$ cat config.mk
export PLATFORM = sky130hd
export DESIGN_NAME = primary_gate_ctrl_regs
export DESIGN_NICKNAME = d
export VERILOG_FILES = /design/src/hdl/gate_regs_pkg.sv /design/src/hdl/primary_gate_ctrl_regs.sv /design/src/hdl/odd_parity_word.sv
export SDC_FILE = /design/constraint.sdc
export NUM_CORES = 1
export LEC_CHECK = 0
export BUFFER_PORTS_ARGS = -buffer_cell sky130_fd_sc_hd__buf_2
export CORE_MARGIN = 10
export CORE_UTILIZATION = 39
export DETAILED_ROUTE_END_ITERATION = 6
export GPL_TIMING_DRIVEN = 0
export PLACE_DENSITY = 0.78
export SYNTH_ARGS = -nofsm -noshare
export SYNTH_HDL_FRONTEND = slang
export SYNTH_SLANG_ARGS = --single-unit
$ cat constraint.sdc
create_clock -name sys_clk -period 2.4 [get_ports sys_clk]
set_input_delay 0.12 -clock sys_clk [delete_from_list [all_inputs] [get_ports sys_clk]]
set_output_delay 0.12 -clock sys_clk [all_outputs]
set_load 0.02 [all_outputs]
$ cat src/hdl/gate_regs_pkg.sv
// package: offsets, field layouts, reset values for the gate control registers
package gate_regs_pkg;
  localparam logic [7:0] PLATEAU_CTRL_OFS = 8'h07;
  localparam logic [7:0] VERIF_SEL_OFS = 8'h08;
  localparam logic [15:0] PLATEAU_CTRL_RST = 16'h003d;
  localparam logic [15:0] VERIF_SEL_RST = 16'h0001;
  localparam int PLATEAU_LSB = 2;
  localparam int PLATEAU_W = 4;
  localparam int VFS_LSB = 2;
  localparam int VFS_W = 2;
  localparam int INVALID_BIT = 1;
  localparam int PARITY_BIT = 0;
  localparam logic [3:0] PLATEAU_LEVEL_RST = 4'hf;
  localparam logic [1:0] VFS_NONE = 2'h0;
  localparam logic [1:0] VFS_CLK_SUP = 2'h2;

  // register access request from the serial frame decoder
  typedef struct packed {
    logic wrEn;
    logic rdEn;
    logic [7:0] addr;
    logic [15:0] wdata;
  } reg_req_t;

  // operating mode entry strobes from the mode controller
  typedef struct packed {
    logic enterInitial;
    logic enterSelfTest;
  } mode_evt_t;
endpackage

$ cat src/hdl/primary_gate_ctrl_regs.sv
// primary-side plateau and verification select control registers
`timescale 1ns/1ps
module primary_gate_ctrl_regs (
  input wire logic sys_clk, // register clock
  input wire logic rst, // asynchronous reset, active high
  input gate_regs_pkg::reg_req_t regReq, // frame decoder request
  input gate_regs_pkg::mode_evt_t modeEvt, // mode entry strobes
  input wire logic msgInvalid, // 1 = current frame discarded
  output logic [15:0] rdData_q, // registered response word
  output logic [3:0] plateauLevel_q, // plateau code to the driver stage
  output logic clkSupActive_q // clock supervision armed
);
  import gate_regs_pkg::*;

  // the payload wiring below assumes these layouts; refuse fields that do not end at bits 5 and 3
  if (PLATEAU_LSB + PLATEAU_W != 6) begin : gPlateauLayout
    $error("plateau field must end at bit 5");
  end
  if (VFS_LSB + VFS_W != 4) begin : gVerifLayout
    $error("selection field must end at bit 3");
  end
  // flag and parity are packed by position in the word builder
  if (INVALID_BIT != 1 || PARITY_BIT != 0) begin : gStatusLayout
    $error("status bits must sit at bits 1 and 0");
  end

  // stored fields and their next values
  logic [3:0] plateauLevel_d; // level after this edge
  logic [1:0] verifSel_q; // stored selection, acted on at self-test only
  logic [1:0] verifSel_d; // selection after this edge
  logic clkSupActive_d; // armed state after this edge
  logic lastInvalid_q; // fate of the previous frame, 1 = discarded
  logic lastInvalid_d; // flag after this edge
  logic [15:0] rdData_d; // response word after this edge

  // a strobe of either kind closes one host frame
  wire anyStrobe = regReq.wrEn || regReq.rdEn;
  // address decode of the two mapped words
  wire hitPlateau = regReq.addr == PLATEAU_CTRL_OFS; // plateau word
  wire hitVerif = regReq.addr == VERIF_SEL_OFS; // selection word
  // a discarded frame must never reach the storage
  wire wrPlateau = regReq.wrEn && hitPlateau && !msgInvalid;
  wire wrVerif = regReq.wrEn && hitVerif && !msgInvalid;

  // mode entries; initial mode wins if both fire in one cycle
  wire clearSel = modeEvt.enterInitial;
  wire armNow = modeEvt.enterSelfTest && !modeEvt.enterInitial;
  // only code 10 arms; 00 and the reserved codes leave it idle
  wire selIsClkSup = verifSel_q == VFS_CLK_SUP;

  // written fields; every other written bit is dropped here
  wire [3:0] plateauWrField =
    regReq.wdata[PLATEAU_LSB +: PLATEAU_W];
  wire [1:0] verifWrField = regReq.wdata[VFS_LSB +: VFS_W];

  // response payloads; bits above each field always read as zero
  wire [13:0] plateauPayload = {10'h000, plateauLevel_q};
  wire [13:0] verifPayload = {12'h000, verifSel_q};
  wire [15:0] plateauWord; // plateau response word
  wire [15:0] verifWord; // selection response word
  wire [15:0] zeroWord; // response for an unmapped offset

  // rebuild each response word with flag and parity
  odd_parity_word #(.W(16)) uPlat (
    .payload(plateauPayload),
    .lastInvalid(lastInvalid_q),
    .word(plateauWord)
  );
  odd_parity_word #(.W(16)) uVerif (
    .payload(verifPayload),
    .lastInvalid(lastInvalid_q),
    .word(verifWord)
  );
  odd_parity_word #(.W(16)) uZero (
    .payload(14'h0000),
    .lastInvalid(lastInvalid_q),
    .word(zeroWord)
  );

  // word of the addressed register; unmapped offsets give flag and parity
  wire [15:0] selWord = hitPlateau ? plateauWord :
    (hitVerif ? verifWord : zeroWord);

  // plateau level is plain storage
  assign plateauLevel_d = wrPlateau ? plateauWrField : plateauLevel_q;

  // initial-mode clear wins over a host write in the same cycle
  assign verifSel_d = clearSel ? VFS_NONE :
    (wrVerif ? verifWrField : verifSel_q);

  // arming reads the stored code, not a write landing in the same cycle,
  // so a host cannot race a new selection into an entry already under way
  assign clkSupActive_d = clearSel ? 1'b0 :
    (armNow ? selIsClkSup : clkSupActive_q);

  // every frame end records its own fate for the following response
  assign lastInvalid_d = anyStrobe ? msgInvalid : lastInvalid_q;

  // the response is built from state before the read edge, so it carries
  // the flag of the frame ahead of this read
  assign rdData_d = regReq.rdEn ? selWord : rdData_q;

  // plateau level register
  always_ff @(posedge sys_clk or posedge rst) begin
    if (rst) begin
      plateauLevel_q <= PLATEAU_LEVEL_RST; // reset code 1111
    end else begin
      plateauLevel_q <= plateauLevel_d;
    end
  end

  // selection register
  always_ff @(posedge sys_clk or posedge rst) begin
    if (rst) begin
      verifSel_q <= VERIF_SEL_RST[VFS_LSB +: VFS_W]; // no function
    end else begin
      verifSel_q <= verifSel_d;
    end
  end

  // armed state of clock supervision
  always_ff @(posedge sys_clk or posedge rst) begin
    if (rst) begin
      clkSupActive_q <= 1'b0; // nothing armed out of reset
    end else begin
      clkSupActive_q <= clkSupActive_d;
    end
  end

  // last-message flag
  always_ff @(posedge sys_clk or posedge rst) begin
    if (rst) begin
      lastInvalid_q <= 1'b0; // no frame seen yet
    end else begin
      lastInvalid_q <= lastInvalid_d;
    end
  end

  // registered response word; it holds until the next read
  always_ff @(posedge sys_clk or posedge rst) begin
    if (rst) begin
      rdData_q <= 16'h0000; // no response before the first read
    end else begin
      rdData_q <= rdData_d;
    end
  end

  // plateau storage: accepted writes land, all else leaves it alone
  plateau_write_a: assert property (
    @(posedge sys_clk) disable iff (rst)
    wrPlateau |=> plateauLevel_q == $past(regReq.wdata[5:2]))
    else $error("plateau level not stored");
  plateau_hold_a: assert property (
    @(posedge sys_clk) disable iff (rst)
    !wrPlateau |=> $stable(plateauLevel_q))
    else $error("plateau level changed without a write");

  // last-message flag: recorded per frame, shown in the next response
  flag_follows_a: assert property (
    @(posedge sys_clk) disable iff (rst)
    (regReq.wrEn || regReq.rdEn) |=> lastInvalid_q == $past(msgInvalid))
    else $error("invalid flag wrong");
  read_flag_a: assert property (
    @(posedge sys_clk) disable iff (rst)
    regReq.rdEn |=> rdData_q[1] == $past(lastInvalid_q))
    else $error("response flag wrong");

  // response word: odd parity, stands until the next read
  read_parity_a: assert property (
    @(posedge sys_clk) disable iff (rst)
    $past(regReq.rdEn) |-> ^rdData_q == 1'b1)
    else $error("read word not odd parity");
  read_hold_a: assert property (
    @(posedge sys_clk) disable iff (rst)
    !regReq.rdEn |=> $stable(rdData_q))
    else $error("response changed without a read");

  // selection decode: only code 10 arms supervision
  reserved_noarm_a: assert property (
    @(posedge sys_clk) disable iff (rst)
    (modeEvt.enterSelfTest && !modeEvt.enterInitial
     && verifSel_q != VFS_CLK_SUP) |=> !clkSupActive_q)
    else $error("reserved code armed supervision");

  // arming happens at self-test entry and nowhere else
  selftest_arm_a: assert property (
    @(posedge sys_clk) disable iff (rst)
    (!modeEvt.enterSelfTest && !modeEvt.enterInitial) |=>
    $stable(clkSupActive_q))
    else $error("supervision changed outside mode entry");
  sup_arm_a: assert property (
    @(posedge sys_clk) disable iff (rst)
    (modeEvt.enterSelfTest && !modeEvt.enterInitial
     && verifSel_q == VFS_CLK_SUP) |=> clkSupActive_q)
    else $error("supervision not armed at self-test entry");

  // initial-mode entry clears selection and armed state
  initial_clear_a: assert property (
    @(posedge sys_clk) disable iff (rst)
    modeEvt.enterInitial |=> verifSel_q == VFS_NONE && !clkSupActive_q)
    else $error("initial mode did not clear");

  // selection storage: accepted writes land, all else except initial-mode entry leaves it alone
  verif_write_a: assert property (
    @(posedge sys_clk) disable iff (rst)
    (wrVerif && !modeEvt.enterInitial) |=>
    verifSel_q == $past(regReq.wdata[3:2]))
    else $error("selection not stored");
  verif_hold_a: assert property (
    @(posedge sys_clk) disable iff (rst)
    (!wrVerif && !modeEvt.enterInitial) |=> $stable(verifSel_q))
    else $error("selection changed without a write");

  // unused upper bits always read as zero
  upper_zero_a: assert property (
    @(posedge sys_clk) disable iff (rst)
    $past(regReq.rdEn) |-> rdData_q[15:6] == 10'h000)
    else $error("upper bits not zero");
  verif_upper_a: assert property (
    @(posedge sys_clk) disable iff (rst)
    (regReq.rdEn && hitVerif) |=> rdData_q[15:4] == 12'h000)
    else $error("selection word upper bits not zero");
endmodule

$ cat src/hdl/odd_parity_word.sv
// combines a 14-bit payload, invalid flag and odd parity into a word
`timescale 1ns/1ps
module odd_parity_word #(
  parameter int W = 16
) (
  input wire logic [W-3:0] payload,
  input wire logic lastInvalid,
  output logic [W-1:0] word
);
  // the word needs room for at least one payload bit besides flag and parity
  if (W < 3) begin : gWidthCheck
    $error("odd_parity_word: width too small");
  end
  // parity bit makes the whole word odd, flag included
  assign word = {payload, lastInvalid, ~(^{payload, lastInvalid})};
endmodule

==> impl_metrics.csv, run 1 <==
group,metric,value,unit
detailed_routing,postRouteAntennaNets,0,
grt,largest_net_degree_at_the_start_of_global_routing,15,
floorplan,die_y,65.5,um
clock_tree,cts.reportedPaths.clkPinSlew,0.08,ns
finish,multiInputGateArea,399,um^2
synth,synth-seq-cells,14,
synth,count_of_flip_flops_with_a_built_in_enable_after_synthesis,0,
finish,antennaDiodeCount,0,
synth,synth_simple_gate_area_share,18.3,%
setup_path,critPathRequiredTime,2.58,ns
floorplan,pin_count,52,
clock_tree,post_cts.repair.setup_buffers,0,
clock_tree,htree_levels,1,
pwr,powerDensity,470,mW/mm^2
detailed_routing,num_vias,656,
floorplan,placement_rows,16,
place,place_hpwl,1610,um
detailed_routing,wl,1930,um
grt,grt_remaining_overflow,0,
setup_path,reg2regPathDepth,4,
timing,drv_slew,0,
timing,min_period_over_period,59.7,%
setup_path,timing.setup.critical_path_class,"reg -> reg",
synth,yosys-top-cells-count,"sky130_fd_sc_hd__buf_4, sky130_fd_sc_hd__dfrtp_1, sky130_fd_sc_hd__nor2_1, sky130_fd_sc_hd__nand2_1",
synth,share_of_the_yosys_chip_area_belonging_to_registers,44.0,%
grt,grt_antenna_before_repair,0,
synth,synthDominantCellAreaShare,31.0,%
finish,layout.filler_cells,189,
detailed_routing,drt_first_pass_iters,4,
detailed_routing,detail_route.vias_per_cell,4.56,
timing,layout_min_cycle_time,1.43,ns
clock_tree,cts.hold.buffers_added,1,
finish,area_growth,30.2,%
min_path,type_of_the_most_critical_hold_path,"in -> reg",
timing,fin_tns_setup,0,ns
min_path,min_to,"clkSupActive_q",
floorplan,floorplan.initialDensity,41.1,%
synth,syn_area_per_cell,10.8,um^2
synth,synth_adder_area_share,0,%
synth,post-synth-top-area-cell,"sky130_fd_sc_hd__dfrtp_1",
timing,slew-limit-headroom,55.4,%
run_status,run_status,"completed",
setup_path,crit_path_max_fanout,4,
grt,first_global_vias,748,
finish,layout.core_utilization,53.6,%
finish,layout.nets,149,
pwr,net-switching-power,134,uW
synth,async_flop_share,100,%
synth,yosys_warnings,0,
timing,setup_ws,0.968,ns
pwr,clkPwrFrac,27.3,%
pwr,seq_power_share,51.6,%
synth,synth_xor_xnor_area_share,6.05,%
synth,synth-main-ff-cell,"sky130_fd_sc_hd__dfrtp_1",
setup_path,critical_path.startpoint_type,"register",
clock_tree,worstSkewPairLatency,0.27,ns
synth,largest_family_of_logic_cells_by_synthesized_area,"simple AND/OR/NAND/NOR gates",
finish,final-seq-area,355,um^2
synth,fraction_of_the_mapped_netlist_area_in_compound_gates,6.51,%
place,gp_routability_congestion,0.698,
finish,drive_gt1_share,46.2,%
setup_path,crit-reg2reg-capture,"rdData_q[0]",
detailed_routing,drt-wirelength-per-cell,13.4,um
floorplan,core,0.00196,mm^2
grt,grt.total_usage,9.02,%
synth,synth.top_cells.by_area,"sky130_fd_sc_hd__dfrtp_1, sky130_fd_sc_hd__dfstp_2, sky130_fd_sc_hd__buf_4",
detailed_routing,drt_drc_violations_left,0,
floorplan,design.die.area,0.00429,mm^2
clock_tree,num_cts_buffers,3,
timing,unrepaired_setup_endpoints_after_global_routing,"no",
pwr,cellInternalPower,359,uW
synth,postSynthCellCount,75,
clock_tree,cts-resized-gates,0,
setup_path,r2r_start,"plateauLevel_q[3]",
synth,muxShareOfSynthArea,14.0,%
clock_tree,max-clock-path-buffers,2,
min_path,worstHoldPathCells,2,
pwr,ir_worst_vdd,0.283,mV
detailed_routing,detail_route.iter0.violations,14,
setup_path,setup.reg_to_reg.worst_slack,0.97,ns
timing,finalHoldViolCount,0,
clock_tree,cts.root.buffer_cell,"sky130_fd_sc_hd__clkbuf_4",
setup_path,worstSetupEndpointType,"register",
place,io_buffers,28,
clock_tree,cts_tree,"built",
setup_path,cp.arrival,1.61,ns
place,placement.setup.worst_slack,0.879,ns
timing,worst_slew_pin_slew,0.663,ns
min_path,hold_path_startpoint,"modeEvt[1]",
flow_run,cap_violations,0,
timing,max_freq,698,MHz
timing,clock_skew,0.00371,ns
timing,setup_viol,0,
floorplan,die_width,65.5,um
pwr,power_switching_share,27.2,%
clock_tree,clock_sinks,14,
grt,grt_first_pass_wirelength,3220,um
synth,synth.cell_area,807,um^2
pwr,static_leakage,0.549,nW
synth,netlist-cell-type-count,31,
pwr,power_frac_comb,21.0,%
cell usage in the layout, fill, tap and decap left out, drive strengths merged:
master,netlist,routed
xnor2,2,2
nor4b,1,1
conb,1,10
nand2b,2,2
xnor3,1,1
dfrtp,10,10
nand2,5,5
nor4,1,1
nor2,9,9
o31ai,1,1
o2bb2ai,2,2
or4,1,1
or2,1,1
buf,10,38
dlygate4sd3,0,1
a21oi,2,2
xor2,1,1
mux2i,3,3
clkbuf,1,5
inv,2,2
nor3,1,1
dfstp,4,4
mux2,6,6
nand4b,1,1
and2,2,2
nor2b,1,1
nand3,1,1
a221oi,2,2
nand3b,1,1
registers in the layout, indices dropped and copies added, names as in the netlist:
signal	flops
rdData_q	6
plateauLevel_q	4
verifSel_q	2
clkSupActive_q	1
lastInvalid_q	1
how the worst max path moves through the flow:
stage | from | end | slack [ns] | cells past startpoint
after global placement | regReq[23] | plateauLevel_q[1] | 0.89 | 5
after CTS | plateauLevel_q[3] | rdData_q[0] | 0.96 | 4
after floorplan | plateauLevel_q[3] | rdData_q[0] | 1.0 | 4
after detailed placement | regReq[23] | plateauLevel_q[2] | 0.88 | 5
final | plateauLevel_q[3] | rdData_q[0] | 0.97 | 4
after global routing | plateauLevel_q[3] | rdData_q[0] | 0.88 | 4
layer usage:
metal	GRT usage, %	wire length (um)	vias up
li1	-	-	323
met1	9.62	795	303
met2	16.3	943	30
met3	3.73	192	0
met4	1.60	0	0
met5	0	0	-
critical path, stage by stage (launching register included):
cell and delay, ns:
sky130_fd_sc_hd__dfstp_2 0.57, sky130_fd_sc_hd__xnor3_1 0.32, sky130_fd_sc_hd__xnor2_1 0.15, sky130_fd_sc_hd__nor2_1 0.07, sky130_fd_sc_hd__o31ai_1 0.24
power groups by stage:
stage,Combinational (mW),Sequential [mW],Clock (mW)
after floorplan,0.0601,0.269,0
after global placement,0.100,0.259,0
after detailed placement,0.103,0.260,0
after CTS,0.104,0.255,0.140
after global routing,0.115,0.256,0.149
final,0.104,0.255,0.135
cell type report:
class,instances,share of cell area (%)
multi-input combinational,57,38.0
clock buffer,4,2.50
inverter,2,0.714
timing repair buffer,29,14.3
tap,27,3.21
sequential,14,33.8
buffer,11,7.50
logic make-up after synthesis:
kind of cell	after synthesis
AOI/OAI and AO/OA	7
xor gates and xnor gates	4
buffers and inverters	13
DFF	14
muxes	9
other	1
and+or+nand+nor	27
per-stage QoR:
| stage | instance area, um^2 | power, mW | hold WS, ns | cells |
|---|---|---|---|---|
| 2_1_floorplan | 841 | 0.329 | 0.00636 | 84 |
| 3_3_place_gp | 1010 | 0.359 | 0.171 | 139 |
| 3_5_place_dp | 1010 | 0.362 | 0.181 | 139 |
| 4_1_cts | 1050 | 0.499 | 0.00657 | 144 |
| 5_1_grt | 1050 | 0.520 | 0.0171 | 144 |
| 6_report | 1050 | 0.494 | 0.0186 | 144 |
Power figures use the tool's default switching activity.
==> run 2: changes to the inputs <==
--- a/config.mk
+++ b/config.mk
@@ -5,12 +5,13 @@
 export SDC_FILE = /design/constraint.sdc
 export NUM_CORES = 1
 export LEC_CHECK = 0
+export ABC_AREA = 1
 export BUFFER_PORTS_ARGS = -buffer_cell sky130_fd_sc_hd__buf_2
 export CORE_MARGIN = 10
-export CORE_UTILIZATION = 39
+export CORE_UTILIZATION = 37
 export DETAILED_ROUTE_END_ITERATION = 6
 export GPL_TIMING_DRIVEN = 0
-export PLACE_DENSITY = 0.78
+export PLACE_DENSITY = 0.76
 export SYNTH_ARGS = -nofsm -noshare
 export SYNTH_HDL_FRONTEND = slang
 export SYNTH_SLANG_ARGS = --single-unit
==> constraint.sdc (replaced) <==
create_clock -name sys_clk -period 1.2 [get_ports sys_clk]
set_input_delay 0.06 -clock sys_clk [delete_from_list [all_inputs] [get_ports sys_clk]]
set_output_delay 0.06 -clock sys_clk [all_outputs]
set_load 0.02 [all_outputs]
==> impl_metrics.csv, run 2 <==
group,metric,value,unit
run_status,run_status,"complete, but fails checks",
run_status,failed_checks,"setup timing",
clock_tree,cts.root.buffer_cell,"sky130_fd_sc_hd__clkbuf_4",
synth,count_of_flip_flops_with_a_built_in_enable_after_synthesis,0,
finish,final_common_cell,"sky130_fd_sc_hd__buf_2",
finish,flip_flop_count_of_the_largest_register_all_copies_and_words_added,6,
synth,yosys-top-cells-count,"sky130_fd_sc_hd__nand2_1, sky130_fd_sc_hd__inv_1, sky130_fd_sc_hd__buf_4, sky130_fd_sc_hd__dfrtp_1, sky130_fd_sc_hd__nor2_1",
setup_path,critical_path.startpoint_type,"register",
synth,postSynthCellCount,109,
floorplan,die_y,67.7,um
timing,clock_skew,0.00298,ns
synth,synth_most_common_cell,"sky130_fd_sc_hd__nand2_1",
detailed_routing,wl,1970,um
detailed_routing,routedLengthMet1,883,um
grt,grt_antenna_before_repair,0,
detailed_routing,drt-wirelength-per-cell,10.7,um
timing,layout_min_cycle_time,1.24,ns
finish,final_cell_area,0.00116,mm^2
place,place_hpwl,1660,um
detailed_routing,drt_drc_violations_left,0,
pwr,clkPwrFrac,30.5,%
place,placement_cell_area,0.00105,mm^2
timing,setup_ws,-0.0357,ns
timing,slew-limit-headroom,64.8,%
synth,yosys_warnings,0,
floorplan,pin_count,52,
timing,min_period_over_period,103,%
detailed_routing,num_vias,785,
pwr,powerDensity,953,mW/mm^2
setup_path,timing.setup.critical_path_class,"reg -> reg",
synth,syn_area_per_cell,7.71,um^2
floorplan,floorplan.initialDensity,38.4,%
floorplan,design.die.area,0.00458,mm^2
clock_tree,worstSkewPairLatency,0.28,ns
setup_path,setup.reg_to_reg.worst_slack,-0.04,ns
synth,synth-main-ff-cell,"sky130_fd_sc_hd__dfrtp_1",
finish,antennaDiodeCount,0,
timing,finalHoldViolCount,0,
synth,async_flop_share,100,%
clock_tree,max-clock-path-buffers,2,
clock_tree,htree_levels,1,
floorplan,core,0.00219,mm^2
pwr,ir_worst_vdd,0.812,mV
finish,layout.nets,188,
min_path,worstHoldPathCells,3,
finish,layout.core_utilization,53.0,%
timing,setup_viol,1,
timing,drv_slew,0,
floorplan,die_width,67.7,um
pwr,cellInternalPower,787,uW
place,gp_routability_congestion,0.732,
pwr,power_switching_share,28.9,%
grt,first_global_vias,756,
setup_path,crit_path_max_fanout,4,
synth,share_of_the_yosys_chip_area_belonging_to_registers,42.3,%
pwr,seq_power_share,47.0,%
pwr,power_frac_comb,22.6,%
finish,top_regs,"rdData_q x6, plateauLevel_q x4, verifSel_q x2",
place,io_buffers,29,
grt,grt_first_pass_wirelength,3070,um
grt,grt_remaining_overflow,0,
grt,grt.total_usage,8.39,%
synth,synth.cell_area,841,um^2
grt,largest_net_degree_at_the_start_of_global_routing,15,
clock_tree,clock_sinks,14,
detailed_routing,detail_route.vias_per_cell,4.27,
finish,regMostFlops,"rdData_q",
detailed_routing,met3_wirelength,195,um
finish,area_growth,38.1,%
setup_path,reg2regPathDepth,10,
synth,netlist-cell-type-count,22,
clock_tree,cts_tree,"built",
min_path,type_of_the_most_critical_hold_path,"in -> reg",
detailed_routing,postRouteAntennaNets,0,
detailed_routing,met2RoutedLength,884,um
synth,post-synth-top-area-cell,"sky130_fd_sc_hd__dfrtp_1",
pwr,net-switching-power,320,uW
clock_tree,num_cts_buffers,3,
setup_path,critPathRequiredTime,1.42,ns
timing,max_freq,809,MHz
floorplan,placement_rows,17,
detailed_routing,detail_route.iter0.violations,24,
clock_tree,cts.reportedPaths.clkPinSlew,0.08,ns
detailed_routing,drt_first_pass_iters,4,
synth,synthDominantCellAreaShare,29.8,%
finish,final_cell_mix,"sky130_fd_sc_hd__buf_2, sky130_fd_sc_hd__nand2_1, sky130_fd_sc_hd__buf_4",
detailed_routing,highest-signal-layer,"met4",
finish,drive_gt1_share,46.8,%
pwr,static_leakage,0.647,nW
setup_path,worstSetupEndpointType,"register",
synth,synth-seq-cells,14,
timing,unrepaired_setup_endpoints_after_global_routing,"yes",
flow_run,cap_violations,0,
setup_path,cp.arrival,1.46,ns
timing,worst_slew_pin_slew,0.528,ns
synth,synth.top_cells.by_area,"sky130_fd_sc_hd__dfrtp_1, sky130_fd_sc_hd__nand2_1, sky130_fd_sc_hd__dfstp_2",
## run 2: cell count changes in the layout (fill, tap and decap cells not counted), moves of 4 or more
cell / before / now
sky130_fd_sc_hd__nand2_2: 0 / 9
sky130_fd_sc_hd__mux2_4: 4 / 0
sky130_fd_sc_hd__inv_1: 2 / 9
sky130_fd_sc_hd__nand3_2: 0 / 4
sky130_fd_sc_hd__nand2_1: 5 / 24
sky130_fd_sc_hd__inv_2: 0 / 4
## run 2: worst paths after layout
kind / startpoint / end
hold / removal: regReq[2] / plateauLevel_q[0]
min in group asynchronous: rst / verifSel_q[0]
setup / recovery: plateauLevel_q[1] / rdData_q[0]
max in group asynchronous: rst / plateauLevel_q[1]
hold reg to reg: rdData_q[5] / rdData_q[5]
setup reg to reg: plateauLevel_q[1] / rdData_q[0]
## run 2: cells by family after synthesis
kind of cell           after synthesis  synth area share, %
AND/OR/NAND/NOR                     55                 31.3
buffers and inverters               24                 15.8
AO/OA/AOI/OAI                       14                 9.22
flip-flops                          14                 42.3
XOR/XNOR                             1                 1.04
other                                1                0.446
## run 2: timing repair
item                                   CTS  global route
pin swaps                                0             8
endpoints found under the hold margin   12             0
hold buffers                             3             0
setup endpoints to repair                1             1
resized for setup                        3             5
buffers inserted                         0             2
## run 2: stage by stage
| step | std cells | hold slack [ns] | setup TNS [ns] | power [mW] | setup slack [ns] |
|---|---|---|---|---|---|
| CTS | 182 | 0.00664 | -0.0211 | 1.11 | -0.0211 |
| global placement | 175 | 0.116 | 0 | 0.754 | 0.0162 |
| detailed placement | 175 | 0.137 | -0.00276 | 0.760 | -0.00276 |
| finish | 184 | 0.0119 | -0.0357 | 1.11 | -0.0357 |
| floorplan | 118 | -0.0536 | 0 | 0.686 | 0.00284 |
| global route | 184 | 0.0116 | -0.118 | 1.18 | -0.118 |
## run 2: layout make-up
type	count	area, um^2
fill	220	1030
multi-input combinational	80	412
inverter	14	57.6
buffer	10	75.1
clock buffer	4	36.3
tap	28	35.0
timing repair buffer	34	190
sequential	14	355
## run 2: worst max-delay path: stages (launching register included)
cell and delay, ns:
sky130_fd_sc_hd__dfstp_2 0.58, sky130_fd_sc_hd__inv_2 0.05, sky130_fd_sc_hd__nand2_2 0.07, sky130_fd_sc_hd__nand2_2 0.05
sky130_fd_sc_hd__nand2_2 0.08, sky130_fd_sc_hd__nand2_2 0.06, sky130_fd_sc_hd__nand2_2 0.06, sky130_fd_sc_hd__nand3_2 0.07
sky130_fd_sc_hd__nand2_1 0.06, sky130_fd_sc_hd__nand2_1 0.05, sky130_fd_sc_hd__nand2_1 0.06
## run 2: per-layer routing
layer	GRT usage [%]	vias to the layer above
met5	0	-
met4	1.54	0
met3	4.46	2
met2	13.4	28
met1	9.86	335
li1	-	420
## run 2: power by group through the flow
stage	combinational (mW)	clock, mW	sequential [mW]
2_1_floorplan	0.137	0	0.550
3_3_place_gp	0.227	0	0.527
3_5_place_dp	0.232	0	0.528
4_1_cts	0.241	0.348	0.520
5_1_grt	0.279	0.380	0.525
6_report	0.250	0.337	0.520
==> run 3: changes to the inputs <==
--- a/config.mk
+++ b/config.mk
@@ -8,10 +8,11 @@
 export ABC_AREA = 1
 export BUFFER_PORTS_ARGS = -buffer_cell sky130_fd_sc_hd__buf_2
 export CORE_MARGIN = 10
-export CORE_UTILIZATION = 37
+export CORE_UTILIZATION = 39
 export DETAILED_ROUTE_END_ITERATION = 6
 export GPL_TIMING_DRIVEN = 0
-export PLACE_DENSITY = 0.76
+export PLACE_DENSITY = 0.62
 export SYNTH_ARGS = -nofsm -noshare
 export SYNTH_HDL_FRONTEND = slang
+export SYNTH_HIERARCHICAL = 1
 export SYNTH_SLANG_ARGS = --single-unit
==> constraint.sdc (replaced) <==
create_clock -name sys_clk -period 1.5 [get_ports sys_clk]
set_input_delay 0.075 -clock sys_clk [delete_from_list [all_inputs] [get_ports sys_clk]]
set_output_delay 0.075 -clock sys_clk [all_outputs]
set_load 0.02 [all_outputs]
==> impl_metrics.csv, run 3 <==
group,metric,value,unit
pwr,clkPwrFrac,20.5,%
timing,unrepaired_setup_endpoints_after_global_routing,"yes",
timing,drv_slew,0,
finish,area_growth,33.6,%
setup_path,crit_path_max_fanout,3,
setup_path,cp.arrival,1.71,ns
pwr,power_switching_share,36.9,%
pwr,cellInternalPower,1.23,mW
grt,first_global_vias,2865,
clock_tree,num_cts_buffers,3,
min_path,type_of_the_most_critical_hold_path,"in -> async",
clock_tree,cts.root.buffer_cell,"sky130_fd_sc_hd__clkbuf_8",
floorplan,floorplan.initialDensity,39.9,%
place,post-place-cells,838,
setup_path,timing.setup.critical_path_class,"reg -> reg",
setup_path,reg2regPathDepth,14,
finish,final_cell_count_without_fillers,860,
run_status,failed_checks,"setup timing",
timing,min_period_over_period,103,%
finish,final_common_cell,"sky130_fd_sc_hd__nand2_1",
synth,async_flop_share,100,%
finish,flip_flop_count_of_the_largest_register_all_copies_and_words_added,16,
timing,setup_viol,1,
timing,slew-limit-headroom,35.4,%
place,placement.setup.worst_slack,-0.144,ns
clock_tree,clock_sinks,24,
detailed_routing,num_vias,3248,
flow_run,cap_violations,0,
pwr,net-switching-power,720,uW
detailed_routing,postRouteAntennaNets,0,
detailed_routing,drt_first_pass_iters,4,
synth,postSynthCellCount,564,
finish,final_cell_mix,"sky130_fd_sc_hd__nand2_1, sky130_fd_sc_hd__conb_1, sky130_fd_sc_hd__inv_1",
place,io_buffers,38,
grt,largest_net_degree_at_the_start_of_global_routing,25,
floorplan,placement_rows,32,
synth,synthDominantCellAreaShare,35.2,%
grt,grt.total_usage,11.6,%
finish,drive_gt1_share,20.6,%
finish,layout.filler_cells,834,
synth,syn_area_per_cell,5.44,um^2
clock_tree,worstSkewPairLatency,0.27,ns
finish,top_regs,"rdData_q x16, plateauLevel_q x4, verifSel_q x2",
detailed_routing,detail_route.vias_per_cell,3.78,
finish,multiInputGateArea,0.00223,mm^2
clock_tree,cts.reportedPaths.clkPinSlew,0.09,ns
timing,worst_slew_pin_slew,0.968,ns
synth,synth-main-ff-cell,"sky130_fd_sc_hd__dfrtp_1",
synth,count_of_flip_flops_with_a_built_in_enable_after_synthesis,0,
run_status,run_status,"complete, but fails checks",
synth,synth-seq-cells,24,
synth,synth.top_cells.by_area,"sky130_fd_sc_hd__nand2_1, sky130_fd_sc_hd__dfrtp_1, sky130_fd_sc_hd__buf_4",
finish,antennaDiodeCount,0,
pwr,static_leakage,2.69,nW
timing,setup_ws,-0.0438,ns
finish,layout.nets,790,
pwr,power_frac_comb,42.2,%
detailed_routing,drt_drc_violations_left,0,
finish,final-seq-area,608,um^2
floorplan,pin_count,52,
grt,grt_antenna_before_repair,0,
floorplan,core,0.00769,mm^2
setup_path,r2r_start,"plateauLevel_q[2]",
grt,grt_first_pass_wirelength,11700,um
setup_path,critical_path.startpoint_type,"register",
setup_path,setup.reg_to_reg.worst_slack,-0.04,ns
floorplan,die_y,109,um
setup_path,critPathRequiredTime,1.66,ns
setup_path,worstSetupEndpointType,"register",
finish,layout.core_utilization,53.3,%
pwr,powerDensity,476,mW/mm^2
pwr,seq_power_share,37.3,%
finish,regMostFlops,"rdData_q",
place,gp_routability_congestion,0.749,
synth,post-synth-top-area-cell,"sky130_fd_sc_hd__nand2_1",
setup_path,crit-reg2reg-capture,"rdData_q[0]",
synth,netlist-cell-type-count,22,
grt,grt_remaining_overflow,0,
pwr,ir_worst_vdd,0.248,mV
synth,synth_most_common_cell,"sky130_fd_sc_hd__nand2_1",
clock_tree,max-clock-path-buffers,2,
place,place_hpwl,5410,um
timing,clock_skew,0.00686,ns
timing,max_freq,648,MHz
clock_tree,htree_levels,1,
detailed_routing,wl,6700,um
synth,yosys-top-cells-count,"sky130_fd_sc_hd__nand2_1, sky130_fd_sc_hd__inv_1, sky130_fd_sc_hd__nand3_1, sky130_fd_sc_hd__buf_4, sky130_fd_sc_hd__dfrtp_1",
timing,finalHoldViolCount,0,
detailed_routing,drt-wirelength-per-cell,7.78,um
synth,synth.cell_area,0.00307,mm^2
timing,layout_min_cycle_time,1.54,ns
floorplan,die_width,109,um
clock_tree,cts_tree,"built",
floorplan,design.die.area,0.0118,mm^2
synth,share_of_the_yosys_chip_area_belonging_to_registers,19.7,%
synth,yosys_warnings,6,
detailed_routing,detail_route.iter0.violations,96,
## run 3: cell type report
| class | instances | share of cell area, % |
|---|---|---|
| sequential | 24 | 14.8 |
| tap | 102 | 3.11 |
| buffer | 55 | 10.1 |
| inverter | 91 | 8.33 |
| multi-input combinational | 528 | 54.4 |
| clock buffer | 4 | 1.10 |
| timing repair buffer | 56 | 8.12 |
## run 3: how the worst max path moves through the flow
stage	from	end	slack [ns]
3_5_place_dp	lastInvalid_q	rdData_q[0]	-0.14
3_3_place_gp	lastInvalid_q	rdData_q[0]	-0.11
2_1_floorplan	plateauLevel_q[1]	rdData_q[0]	0.007
4_1_cts	plateauLevel_q[3]	rdData_q[0]	-0.03
5_1_grt	plateauLevel_q[2]	rdData_q[0]	-0.18
6_report	plateauLevel_q[2]	rdData_q[0]	-0.04
## run 3: kinds of logic (layout without fill, tap and decap cells)
group                  Yosys count  in the layout  synth area share, %
other                            1            135                0.122
buffers and inverters          146            206                 24.7
AND/OR/NAND/NOR                387            387                 54.4
AO/OA/AOI/OAI                    6              6                 1.06
flip-flops                      24             24                 19.7
## run 3: power by group through the flow
stage	combinational (mW)	clock, mW	sequential [mW]
after floorplan	0.553	0	0.801
after global routing	0.960	0.445	0.735
final	0.824	0.400	0.727
after CTS	0.764	0.418	0.734
after detailed placement	0.743	0	0.747
after global placement	0.735	0	0.747
## run 3: stage by stage
stage	power, mW	cell area, um^2	hold WS [ns]	setup TNS, ns
after global placement	1.48	3890	0.251	-0.109
after detailed placement	1.49	3890	0.272	-0.144
final	1.95	4100	0.0167	-0.0438
after global routing	2.14	4100	0.0333	-0.183
after CTS	1.92	4020	0.00621	-0.0330
after floorplan	1.35	3570	0.0867	0
## run 3: per-layer routing
metal  up-vias  wire, um  share of wire, %  global-route usage (%)
met5         -         0                 0                       0
met4         0        77               1.2                    3.01
met3         6       257               3.8                    2.06
met2        36      3210                48                    21.2
met1      1321      3150                47                    13.6
li1       1885         -                 -                       -
## run 3: worst max-delay path: stages, from the launching register on
cell and delay, ns:
sky130_fd_sc_hd__dfstp_2 0.57, sky130_fd_sc_hd__nand2_1 0.06, sky130_fd_sc_hd__nand2_2 0.09, sky130_fd_sc_hd__inv_2 0.04
sky130_fd_sc_hd__nand2_1 0.05, sky130_fd_sc_hd__nand2_1 0.06, sky130_fd_sc_hd__nand2_1 0.07, sky130_fd_sc_hd__nand2_1 0.04
sky130_fd_sc_hd__nand2_1 0.07, sky130_fd_sc_hd__nand2_2 0.06, sky130_fd_sc_hd__nand3b_1 0.15, sky130_fd_sc_hd__nand2_1 0.06
sky130_fd_sc_hd__inv_1 0.03, sky130_fd_sc_hd__nand2_1 0.05, sky130_fd_sc_hd__nand2_1 0.04
## run 3: what timing repair did
| item | CTS | global route |
|---|---|---|
| hold buffers | 3 | 1 |
| gates resized for setup | 2 | 8 |
| buffers inserted | 6 | 8 |
| hold endpoints to repair | 2 | 1 |
| setup endpoints to repair | 1 | 2 |
| pin swaps | 4 | 12 |
